$ cat src/ppfm_pkg.sv
/*
  Constants shared by the port pin function multiplexer.
  Assumes the port widths below match the pin ring of the device.
*/
package ppfm_pkg;
    localparam int K_W = 8;
    localparam int AD_W = 16;
    localparam int M_W = 8;
    localparam int P_W = 6;
    localparam int Q_W = 7;
    localparam int S_W = 8;
    localparam int PIN_W = K_W + AD_W + M_W + P_W + Q_W + S_W;
    // port K expanded bus positions
    localparam int K_ECS_BIT = 7;
    localparam int K_XCS_BIT = 6;
    localparam int K_ADDR_W = 6;
    // port M positions
    localparam int M_SCL_BIT = 7;
    localparam int M_SDA_BIT = 6;
    localparam int M_TXD_BIT = 5;
    localparam int M_RXD_BIT = 4;
    localparam int M_GPIO_BIT = 3;
    localparam int M_DAC1_BIT = 1;
    localparam int M_DAC2_BIT = 0;
    // port Q positions
    localparam int Q_IS_LSB = 4;
    localparam int Q_IS_W = 3;
    localparam int Q_FAULT_W = 4;
    // port S positions
    localparam int S_SS_BIT = 7;
    localparam int S_SCK_BIT = 6;
    localparam int S_MOSI_BIT = 5;
    // reset and strap values
    localparam logic [7:0] K_PU_RST = 8'hFF;
    localparam logic [15:0] AD_LAST_RST = 16'hFFFF;
    localparam logic ROM_EN_RST = 1'b1;
    localparam logic ROM_EN_SINGLE = 1'b1;

    typedef struct packed {
        logic [K_W-1:0] k_out;
        logic [K_W-1:0] k_oe;
        logic [K_W-1:0] k_pu;
        logic [AD_W-1:0] ad_out;
        logic [AD_W-1:0] ad_oe;
        logic [AD_W-1:0] ad_din;
        logic [AD_W-1:0] ad_last;
        logic [AD_W-1:0] wake;
        logic [M_W-1:0] m_out;
        logic [M_W-1:0] m_oe;
        logic [P_W-1:0] p_out;
        logic [P_W-1:0] p_oe;
        logic [Q_W-1:0] q_out;
        logic [Q_W-1:0] q_oe;
        logic [S_W-1:0] s_out;
        logic [S_W-1:0] s_oe;
        logic iic_scl;
        logic iic_sda;
        logic rxd;
        logic [1:0] analog;
        logic [Q_IS_W-1:0] is_n;
        logic [Q_FAULT_W-1:0] fault;
        logic ss_n;
        logic sck;
        logic mosi;
        logic rom_en;
        logic strap_done;
    } ppfm_state_t;

    typedef struct packed {
        logic [PIN_W-1:0] s1;
        logic [PIN_W-1:0] s2;
    } ppfm_sync_t;
endpackage

$ cat src/ppfm_top.sv
/*
  Pin function multiplexer for ports K, AD, M, P, Q and S.
  Assumes GPIO data/direction, mode bits and peripheral signals are
  on i_core_clk; pin levels are asynchronous and are synchronised here.
*/
`timescale 1ns/1ps
`default_nettype none
module ppfm_top (
    // clock and reset
    input wire logic i_core_clk,
    input wire logic i_resetn,
    // mode and control
    input wire logic i_expanded_mode,
    input wire logic i_ext_bus_portk_enable,
    input wire logic i_portk_pullup_enable,
    // external bus
    input wire logic i_emulation_chip_select_n,
    input wire logic i_external_chip_select_n,
    input wire logic [5:0] i_extended_address_bits,
    output logic o_internal_rom_enable,
    // port K
    input wire logic [7:0] i_portk_pin,
    output logic [7:0] o_portk_pin,
    output logic [7:0] o_portk_oe,
    output logic [7:0] o_portk_pullup,
    input wire logic [7:0] i_portk_dout,
    input wire logic [7:0] i_portk_dir,
    output logic [7:0] o_portk_din,
    // port AD
    input wire logic [15:0] i_portad_pin,
    output logic [15:0] o_portad_pin,
    output logic [15:0] o_portad_oe,
    input wire logic [15:0] i_portad_dout,
    input wire logic [15:0] i_portad_dir,
    input wire logic [15:0] i_portad_digital_en,
    output logic [15:0] o_portad_din,
    input wire logic [15:0] i_analog_port_wakeup_en,
    output logic [15:0] o_key_wakeup,
    // port M
    input wire logic [7:0] i_portm_pin,
    output logic [7:0] o_portm_pin,
    output logic [7:0] o_portm_oe,
    input wire logic [7:0] i_portm_dout,
    input wire logic [7:0] i_portm_dir,
    output logic [7:0] o_portm_din,
    // two-wire bus
    input wire logic i_iic_enable,
    input wire logic i_iic_scl_drive_low,
    input wire logic i_iic_sda_drive_low,
    output logic o_iic_scl,
    output logic o_iic_sda,
    // serial 2
    input wire logic i_serial2_tx_enable,
    input wire logic i_serial2_transmit,
    input wire logic i_serial2_rx_enable,
    output logic o_serial2_receive,
    // converters
    input wire logic i_converter1_enable,
    input wire logic i_converter2_enable,
    output logic [1:0] o_portm_analog_sel,
    // port P
    input wire logic [5:0] i_portp_pin,
    output logic [5:0] o_portp_pin,
    output logic [5:0] o_portp_oe,
    input wire logic [5:0] i_portp_dout,
    input wire logic [5:0] i_portp_dir,
    output logic [5:0] o_portp_din,
    // fault protected pwm
    input wire logic i_fault_protected_pwm_enable,
    input wire logic i_fault_pwm_pair_mode,
    input wire logic [2:0] i_fault_pwm_pair_en,
    input wire logic [5:0] i_fault_pwm_outputs,
    input wire logic i_current_status_enable,
    input wire logic [3:0] i_fault_input_enable,
    output logic [2:0] o_current_status_inputs_n,
    output logic [3:0] o_fault_inputs,
    // port Q
    input wire logic [6:0] i_portq_pin,
    output logic [6:0] o_portq_pin,
    output logic [6:0] o_portq_oe,
    input wire logic [6:0] i_portq_dout,
    input wire logic [6:0] i_portq_dir,
    output logic [6:0] o_portq_din,
    // port S
    input wire logic [7:0] i_ports_pin,
    output logic [7:0] o_ports_pin,
    output logic [7:0] o_ports_oe,
    input wire logic [7:0] i_ports_dout,
    input wire logic [7:0] i_ports_dir,
    output logic [7:0] o_ports_din,
    // spi
    input wire logic i_spi_enable,
    input wire logic i_spi_master,
    input wire logic i_spi_ss_output_enable,
    input wire logic i_spi_ss_n,
    input wire logic i_spi_sck,
    input wire logic i_spi_mosi,
    output logic o_spi_ss_n,
    output logic o_spi_sck,
    output logic o_spi_mosi
);
    ppfm_pkg::ppfm_state_t st_r;
    ppfm_pkg::ppfm_state_t st_nxt;
    logic [ppfm_pkg::PIN_W-1:0] pin_sync;
    logic [7:0] k_s;
    logic [15:0] ad_s;
    logic [7:0] m_s;
    logic [5:0] p_s;
    logic [6:0] q_s;
    logic [7:0] s_s;
    logic [5:0] p_own;

    // per-bit select: owned bits take the peripheral value
    function automatic logic [15:0] pick(
        input logic [15:0] own,
        input logic [15:0] periph,
        input logic [15:0] gpio
    );
        pick = (own & periph) | (~own & gpio);
    endfunction

    ppfm_sync #(
        .W(ppfm_pkg::PIN_W)
    ) u_sync (
        .i_core_clk(i_core_clk),
        .i_d({i_portk_pin, i_portad_pin, i_portm_pin, i_portp_pin, i_portq_pin, i_ports_pin}),
        .o_q(pin_sync)
    );

    assign {k_s, ad_s, m_s, p_s, q_s, s_s} = pin_sync;

    // pair ownership repeats per pwm channel
    genvar gi;
    generate
        for (gi = 0; gi < ppfm_pkg::P_W; gi++)
        begin : g_pair
            assign p_own[gi] = i_fault_protected_pwm_enable &
                (~i_fault_pwm_pair_mode | i_fault_pwm_pair_en[gi/2]);
        end
    endgenerate

    always_comb
    begin
        logic bus_k;
        logic [7:0] k_own;
        logic [7:0] k_po;
        logic [7:0] m_own;
        logic [7:0] m_po;
        logic [7:0] m_pe;
        logic [6:0] q_own;
        logic [7:0] s_own;
        logic [7:0] s_po;
        logic [7:0] s_pe;
        logic [15:0] ad_dig;
        bus_k = 1'b0;
        k_own = 8'h00;
        k_po = 8'h00;
        m_own = 8'h00;
        m_po = 8'h00;
        m_pe = 8'h00;
        q_own = 7'h00;
        s_own = 8'h00;
        s_po = 8'h00;
        s_pe = 8'h00;
        ad_dig = 16'h0000;
        st_nxt = st_r;

        // port K bus functions need both mode and enable
        bus_k = i_expanded_mode & i_ext_bus_portk_enable;
        k_own = {8{bus_k}};
        k_po[ppfm_pkg::K_ECS_BIT] = i_emulation_chip_select_n;
        k_po[ppfm_pkg::K_XCS_BIT] = i_external_chip_select_n;
        k_po[ppfm_pkg::K_ADDR_W-1:0] = i_extended_address_bits;
        st_nxt.k_out = 8'(pick({8'h00, k_own}, {8'h00, k_po}, {8'h00, i_portk_dout}));
        st_nxt.k_oe = 8'(pick({8'h00, k_own}, 16'hFFFF, {8'h00, i_portk_dir}));
        st_nxt.k_pu = {8{i_portk_pullup_enable}};

        // strap sampled once, on the first cycle after release
        if (!st_r.strap_done)
        begin
            st_nxt.strap_done = 1'b1;
            st_nxt.rom_en = i_expanded_mode ? k_s[ppfm_pkg::K_ECS_BIT]
                                            : ppfm_pkg::ROM_EN_SINGLE;
        end

        // analog pins never drive and read as zero
        ad_dig = i_portad_digital_en;
        st_nxt.ad_out = i_portad_dout;
        st_nxt.ad_oe = ad_dig & i_portad_dir;
        st_nxt.ad_din = ad_dig & ad_s;
        st_nxt.ad_last = ad_s;
        // a falling edge on an armed digital pin is a wake-up pulse
        st_nxt.wake = ad_dig & i_analog_port_wakeup_en & st_r.ad_last & ~ad_s;

        // open-drain two-wire lines: drive low only
        m_own[ppfm_pkg::M_SCL_BIT] = i_iic_enable;
        m_own[ppfm_pkg::M_SDA_BIT] = i_iic_enable;
        m_pe[ppfm_pkg::M_SCL_BIT] = i_iic_scl_drive_low;
        m_pe[ppfm_pkg::M_SDA_BIT] = i_iic_sda_drive_low;
        m_own[ppfm_pkg::M_TXD_BIT] = i_serial2_tx_enable;
        m_po[ppfm_pkg::M_TXD_BIT] = i_serial2_transmit;
        m_pe[ppfm_pkg::M_TXD_BIT] = 1'b1;
        m_own[ppfm_pkg::M_RXD_BIT] = i_serial2_rx_enable;
        // converter outputs are analog: digital driver stays off
        m_own[ppfm_pkg::M_DAC1_BIT] = i_converter1_enable;
        m_own[ppfm_pkg::M_DAC2_BIT] = i_converter2_enable;
        m_own[ppfm_pkg::M_GPIO_BIT] = 1'b0;
        st_nxt.m_out = 8'(pick({8'h00, m_own}, {8'h00, m_po}, {8'h00, i_portm_dout}));
        st_nxt.m_oe = 8'(pick({8'h00, m_own}, {8'h00, m_pe}, {8'h00, i_portm_dir}));
        st_nxt.iic_scl = i_iic_enable ? m_s[ppfm_pkg::M_SCL_BIT] : 1'b1;
        st_nxt.iic_sda = i_iic_enable ? m_s[ppfm_pkg::M_SDA_BIT] : 1'b1;
        st_nxt.rxd = i_serial2_rx_enable ? m_s[ppfm_pkg::M_RXD_BIT] : 1'b1;
        st_nxt.analog = {i_converter1_enable, i_converter2_enable};

        st_nxt.p_out = 6'(pick({10'h000, p_own}, {10'h000, i_fault_pwm_outputs},
                               {10'h000, i_portp_dout}));
        st_nxt.p_oe = 6'(pick({10'h000, p_own}, 16'hFFFF, {10'h000, i_portp_dir}));

        // status and fault pins are inputs while owned
        q_own = {{ppfm_pkg::Q_IS_W{i_current_status_enable}}, i_fault_input_enable};
        st_nxt.q_out = i_portq_dout;
        st_nxt.q_oe = ~q_own & i_portq_dir;
        st_nxt.is_n = i_current_status_enable ? q_s[6:ppfm_pkg::Q_IS_LSB] : 3'h7;
        st_nxt.fault = i_fault_input_enable & q_s[ppfm_pkg::Q_FAULT_W-1:0];

        // master drives clock and mosi, slave listens
        s_own[ppfm_pkg::S_SS_BIT] = i_spi_enable;
        s_own[ppfm_pkg::S_SCK_BIT] = i_spi_enable;
        s_own[ppfm_pkg::S_MOSI_BIT] = i_spi_enable;
        s_po[ppfm_pkg::S_SS_BIT] = i_spi_ss_n;
        s_po[ppfm_pkg::S_SCK_BIT] = i_spi_sck;
        s_po[ppfm_pkg::S_MOSI_BIT] = i_spi_mosi;
        s_pe[ppfm_pkg::S_SS_BIT] = i_spi_master & i_spi_ss_output_enable;
        s_pe[ppfm_pkg::S_SCK_BIT] = i_spi_master;
        s_pe[ppfm_pkg::S_MOSI_BIT] = i_spi_master;
        st_nxt.s_out = 8'(pick({8'h00, s_own}, {8'h00, s_po}, {8'h00, i_ports_dout}));
        st_nxt.s_oe = 8'(pick({8'h00, s_own}, {8'h00, s_pe}, {8'h00, i_ports_dir}));
        st_nxt.ss_n = (i_spi_enable & ~i_spi_master) ? s_s[ppfm_pkg::S_SS_BIT] : 1'b1;
        st_nxt.sck = (i_spi_enable & ~i_spi_master) ? s_s[ppfm_pkg::S_SCK_BIT] : 1'b0;
        st_nxt.mosi = (i_spi_enable & ~i_spi_master) ? s_s[ppfm_pkg::S_MOSI_BIT] : 1'b0;
    end

    always_ff @(posedge i_core_clk)
    begin
        if (!i_resetn)
        begin
            st_r <= '0;
            st_r.k_pu <= ppfm_pkg::K_PU_RST;
            st_r.ad_last <= ppfm_pkg::AD_LAST_RST;
            st_r.rom_en <= ppfm_pkg::ROM_EN_RST;
            st_r.iic_scl <= 1'b1;
            st_r.iic_sda <= 1'b1;
            st_r.rxd <= 1'b1;
            st_r.is_n <= 3'h7;
            st_r.ss_n <= 1'b1;
        end
        else
        begin
            st_r <= st_nxt;
        end
    end

    assign o_internal_rom_enable = st_r.rom_en;
    assign o_portk_pin = st_r.k_out;
    assign o_portk_oe = st_r.k_oe;
    assign o_portk_pullup = st_r.k_pu;
    assign o_portk_din = k_s;
    assign o_portad_pin = st_r.ad_out;
    assign o_portad_oe = st_r.ad_oe;
    assign o_portad_din = st_r.ad_din;
    assign o_key_wakeup = st_r.wake;
    assign o_portm_pin = st_r.m_out;
    assign o_portm_oe = st_r.m_oe;
    assign o_portm_din = m_s;
    assign o_iic_scl = st_r.iic_scl;
    assign o_iic_sda = st_r.iic_sda;
    assign o_serial2_receive = st_r.rxd;
    assign o_portm_analog_sel = st_r.analog;
    assign o_portp_pin = st_r.p_out;
    assign o_portp_oe = st_r.p_oe;
    assign o_portp_din = p_s;
    assign o_current_status_inputs_n = st_r.is_n;
    assign o_fault_inputs = st_r.fault;
    assign o_portq_pin = st_r.q_out;
    assign o_portq_oe = st_r.q_oe;
    assign o_portq_din = q_s;
    assign o_ports_pin = st_r.s_out;
    assign o_ports_oe = st_r.s_oe;
    assign o_ports_din = s_s;
    assign o_spi_ss_n = st_r.ss_n;
    assign o_spi_sck = st_r.sck;
    assign o_spi_mosi = st_r.mosi;
endmodule
`default_nettype wire

$ cat src/ppfm_sync.sv
/*
  Two-stage synchroniser for the raw pin levels.
  Assumes the inputs are asynchronous pins; the stages hold no reset.
*/
`timescale 1ns/1ps
`default_nettype none
module ppfm_sync #(
    parameter int W = ppfm_pkg::PIN_W
) (
    // clock
    input wire logic i_core_clk,
    // data
    input wire logic [W-1:0] i_d,
    output logic [W-1:0] o_q
);
    ppfm_pkg::ppfm_sync_t st_r;
    ppfm_pkg::ppfm_sync_t st_nxt;

    // the stage struct is sized by the package, so other widths cannot be served
    if (W != ppfm_pkg::PIN_W)
    begin : g_bad_width
        $error("sync width must equal the pin count");
    end

    // first stage feeds only the second stage
    always_comb
    begin
        st_nxt.s1 = i_d;
        st_nxt.s2 = st_r.s1;
    end

    always_ff @(posedge i_core_clk)
    begin
        st_r <= st_nxt;
    end

    assign o_q = st_r.s2;
endmodule
`default_nettype wire

$ cat config.mk
export PLATFORM = sky130hd
export DESIGN_NAME = ppfm_top
export DESIGN_NICKNAME = d
export VERILOG_FILES = /design/src/ppfm_pkg.sv /design/src/ppfm_top.sv /design/src/ppfm_sync.sv
export SDC_FILE = /design/constraint.sdc
export NUM_CORES = 1
export LEC_CHECK = 0
export BUFFER_PORTS_ARGS = -buffer_cell sky130_fd_sc_hd__buf_2
export CORE_AREA = 2 2 167 169
export DETAILED_ROUTE_END_ITERATION = 10
export DIE_AREA = 0 0 169 171
export GPL_TIMING_DRIVEN = 0
export SYNTH_ARGS = -nofsm -noshare
export SYNTH_HDL_FRONTEND = slang
export SYNTH_SLANG_ARGS = --single-unit
$ cat constraint.sdc
create_clock -name i_core_clk -period 1.3 [get_ports i_core_clk]
set_clock_uncertainty 0.05 [all_clocks]
set_input_delay 0.065 -clock i_core_clk [delete_from_list [all_inputs] [get_ports i_core_clk]]
set_output_delay 0.065 -clock i_core_clk [all_outputs]
set_load 0.1 [all_outputs]
==> out/summary.json <==
{
  "synth_ff_type": {"value": "sky130_fd_sc_hd__dfxtp_1"},
  "min-delay-path-class": {"value": "primary input to register"},
  "via_cell_ratio": {"value": 4.17},
  "initial_antenna_violation_count": {"value": 2},
  "fp.dieH": {"value": 171, "unit": "um"},
  "post_synth_inst_count": {"value": 731},
  "route.vias.total": {"value": 7547},
  "clock-root-buffer": {"value": "sky130_fd_sc_hd__clkbuf_16"},
  "avgSynthCellArea": {"value": 11.9, "unit": "um2"},
  "fin_util": {"value": 0.642},
  "final_design_area_no_fill": {"value": 17500, "unit": "um2"},
  "htreeDepth": {"value": 1},
  "vdd_drop_max": {"value": 1280, "unit": "uV"},
  "worstPathMaxFanout": {"value": 8},
  "post_dp_cell_area": {"value": 11300, "unit": "um2"},
  "route.detailed.wl_per_inst": {"value": 17.8, "unit": "um"},
  "fin_total_pwr": {"value": 23.0, "unit": "mW"},
  "number_of_antenna_violating_nets_in_the_routed_design": {"value": 0},
  "fin_tns_setup": {"value": -0.664, "unit": "ns"},
  "dr.first_iter.drc_count": {"value": 287},
  "drv_cap": {"value": 0},
  "slew_violations": {"value": 0},
  "synthToLayoutAreaGrowth": {"value": 102, "unit": "%"},
  "finalWeightedCongestion": {"value": 0.822},
  "synthesis.area": {"value": 8670, "unit": "um2"},
  "routed_wl": {"value": 32200, "unit": "um"},
  "tritoncts": {"value": "yes"},
  "hpwl": {"value": 16800, "unit": "um"},
  "grt_overflow": {"value": 0},
  "core": {"value": 27300, "unit": "um2"},
  "postSynth.asyncResetShare": {"value": 0},
  "critical_path.reg2reg.endpoint": {"value": "o_key_wakeup[0]"},
  "whs": {"value": -0.143, "unit": "ns"},
  "power.density": {"value": 1310, "unit": "nW/um2"},
  "worst-endpoint-arrival": {"value": 1.28, "unit": "ns"},
  "highest_clock_rate": {"value": 719, "unit": "MHz"},
  "min_period_over_period": {"value": 1.07},
  "grt_first_pass_wirelength": {"value": 44000, "unit": "um"},
  "fin_nets": {"value": 1673},
  "initial_utilization": {"value": 0.317},
  "failed_checks": {"value": "hold timing, setup timing"},
  "synth_edf_count": {"value": 0},
  "detail_route.first_pass.iterations": {"value": 4},
  "ff2ff_setup_slack": {"value": 0.04, "unit": "ns"},
  "reg2reg_depth": {"value": 3},
  "post-synth-top-area-cell": {"value": "sky130_fd_sc_hd__dfxtp_1"},
  "crit_path_start": {"value": "o_portk_pullup[0]"},
  "synth-seq-area-share": {"value": 0.642},
  "finalSetupViolCount": {"value": 10},
  "setup_slack": {"value": -0.0915, "unit": "ns"},
  "syn_nets": {"value": 965},
  "ys_top_cells_by_area": {"value": "sky130_fd_sc_hd__dfxtp_1 (64%), sky130_fd_sc_hd__buf_4 (17%), sky130_fd_sc_hd__and2_1 (3.2%), sky130_fd_sc_hd__and3_1 (2.6%), sky130_fd_sc_hd__nand2b_1 (1.5%)"},
  "std_cell_rows": {"value": 61},
  "tightest_slew": {"value": 0.752, "unit": "ns"},
  "worst_r2r_startpoint": {"value": "st_r[91]"},
  "leakage_power_summed_over_all_cells": {"value": 8.25, "unit": "nW"},
  "die_width": {"value": 169, "unit": "um"},
  "flip_flop_and_latch_count_after_synthesis": {"value": 278},
  "clock_insertion_delay_worst_skew": {"value": 0.55, "unit": "ns"},
  "max_slew_margin": {"value": 0.499},
  "timing.critical_path.from_type": {"value": "register"},
  "cts.clk_slew.worst_paths": {"value": 0.06, "unit": "ns"},
  "final_period_minus_worst_setup_slack": {"value": 1.39, "unit": "ns"},
  "number_of_global_route_vias_before_repair": {"value": 8251},
  "critPathKind": {"value": "register to primary output"},
  "outcome": {"value": "complete, but fails checks"},
  "setup.worst_path.end_class": {"value": "primary output"},
  "drc_errors": {"value": 0},
  "tritoncts.num_buffers": {"value": 28},
  "timing.critical_path.to": {"value": "o_portk_pullup[5]"},
  "gr-usage-all-layers": {"value": 0.197},
  "clock_sinks": {"value": 278},
  "cp_data_required_time": {"value": 1.19, "unit": "ns"},
  "synth_top_cell_area_share": {"value": 0.642},
  "io-pin-count": {"value": 433},
  "number_of_hold_violations_in_the_final_report": {"value": 1},
  "synth_warnings": {"value": 0},
  "grt_start_max_net_pins": {"value": 15},
  "fp.dieArea": {"value": 28900, "unit": "um2"},
  "count_of_unique_library_cells_instantiated_by_yosys": {"value": 27},
  "rsz0062_at_grt": {"value": "yes"},
  "fraction_of_final_layout_cells_sized_beyond_drive_strength_1": {"value": 0.495},
  "io_buffer_count": {"value": 431},
  "cts_buffer_depth": {"value": 3}
}
-- flip-flops by register name, indices dropped and copies added, names as in the netlist, 8 cells and up --
register and count:
o_portad_pin 16, o_ports_oe 8, o_portad_din 16, u_sync.st_nxt 53
o_portm_pin 8, o_portm_oe 8, u_sync.o_q 53, o_portad_oe 16
o_ports_pin 8, st_r 17, o_key_wakeup 16, o_portk_pin 8
o_portk_oe 8
-- per-stage QoR --
stage	instances	setup WS (ns)
floorplan	731	0.00986
global placement	1508	-0.102
detailed placement	1508	-0.103
CTS	1841	-0.0947
global route	1808	-0.145
finish	1809	-0.0915
-- cells in the mapped netlist (all sizes together) (3+ instances only) --
library cell / count
a21boi: 14
and2: 45
nor2: 16
buf: 207
inv: 3
or2: 3
and3b: 13
mux2i: 12
nand4: 16
dfxtp: 278
nor2b: 7
nand2b: 21
o21a: 15
and3: 36
nand3b: 3
clkbuf: 7
nand2: 31
-- where the power goes --
group	internal [mW]	switching, mW
Clock	4.95	3.40
Combinational	2.31	3.13
Sequential	8.98	0.194
Total	16.2	6.72
-- worst min path at each step --
| stage | startpoint | end | slack [ns] | cells after the start |
|---|---|---|---|---|
| floorplan | i_resetn | st_r[0] | 0.04 | 0 |
| detailed placement | i_portad_pin[2] | u_sync.st_nxt[31] | 0.12 | 1 |
| finish | i_fault_pwm_pair_mode | o_portp_pin[0] | -0.14 | 3 |
| CTS | i_fault_protected_pwm_enable | o_portp_pin[1] | 0.01 | 3 |
| global placement | i_portk_pin[6] | u_sync.st_nxt[51] | 0.12 | 1 |
| global route | i_fault_pwm_pair_mode | o_portp_pin[0] | -0.11 | 3 |
-- routing by layer --
metal | vias to the layer above | wire (um) | global-route usage
li1 | 3561 | - | -
met1 | 3532 | 11000 | 0.194
met2 | 356 | 17500 | 0.380
met3 | 98 | 2300 | 0.0578
met4 | 0 | 1360 | 0.0896
met5 | - | 0 | 0
-- cell type report --
class / instances / area (um2)
Buffer: 177 / 1380
Sequential cell: 278 / 5650
Tap cell: 346 / 433
Multi-Input combinational cell: 236 / 1500
Fill cell: 1821 / 9780
Clock inverter: 13 / 158
Antenna cell: 3 / 7.51
Clock buffer: 38 / 808
Inverter: 3 / 11.3
Timing Repair Buffer: 715 / 7610
-- cell usage in the layout, fill, tap and decap left out, types with 2 or more instances in the layout --
cell	n
sky130_fd_sc_hd__o21a_1	15
sky130_fd_sc_hd__a21boi_0	6
sky130_fd_sc_hd__inv_1	3
sky130_fd_sc_hd__nand4_1	16
sky130_fd_sc_hd__clkinv_2	7
sky130_fd_sc_hd__clkbuf_8	7
sky130_fd_sc_hd__buf_6	22
sky130_fd_sc_hd__clkbuf_4	2
sky130_fd_sc_hd__and3_1	36
sky130_fd_sc_hd__dlygate4sd3_1	282
sky130_fd_sc_hd__and3b_1	13
sky130_fd_sc_hd__buf_2	233
sky130_fd_sc_hd__buf_4	156
sky130_fd_sc_hd__nand3b_1	3
sky130_fd_sc_hd__dfxtp_1	214
sky130_fd_sc_hd__diode_2	3
sky130_fd_sc_hd__a21boi_1	7
sky130_fd_sc_hd__mux2i_1	12
sky130_fd_sc_hd__nor2b_1	7
sky130_fd_sc_hd__clkbuf_16	28
sky130_fd_sc_hd__or2_1	3
sky130_fd_sc_hd__and2_1	45
sky130_fd_sc_hd__nor2_1	16
sky130_fd_sc_hd__nand2_1	30
sky130_fd_sc_hd__clkbuf_2	5
sky130_fd_sc_hd__dfxtp_2	63
sky130_fd_sc_hd__bufinv_16	3
sky130_fd_sc_hd__nand2b_1	21
sky130_fd_sc_hd__buf_12	135
sky130_fd_sc_hd__clkbuf_1	5
sky130_fd_sc_hd__buf_8	55
-- worst max-delay path, stage by stage (launching register included) --
cell                      delay, ns
sky130_fd_sc_hd__dfxtp_4       0.43
sky130_fd_sc_hd__buf_6         0.14
sky130_fd_sc_hd__buf_12        0.16
-- what timing repair did --
action                                  4_1_cts  5_1_grt
pin swaps                                     0        2
hold buffers                                283        1
resized for setup                           510      291
setup buffers                                 0        2
endpoints found under the setup margin      199      200
hold endpoints to repair                    209        1
-- logic make-up after synthesis --
group	synth area share
AOI/OAI and AO/OA	0.0261
and+or+nand+nor	0.131
DFF	0.642
buffers and inverters	0.187
muxes	0.0139
(Power assumes the default switching activity.)
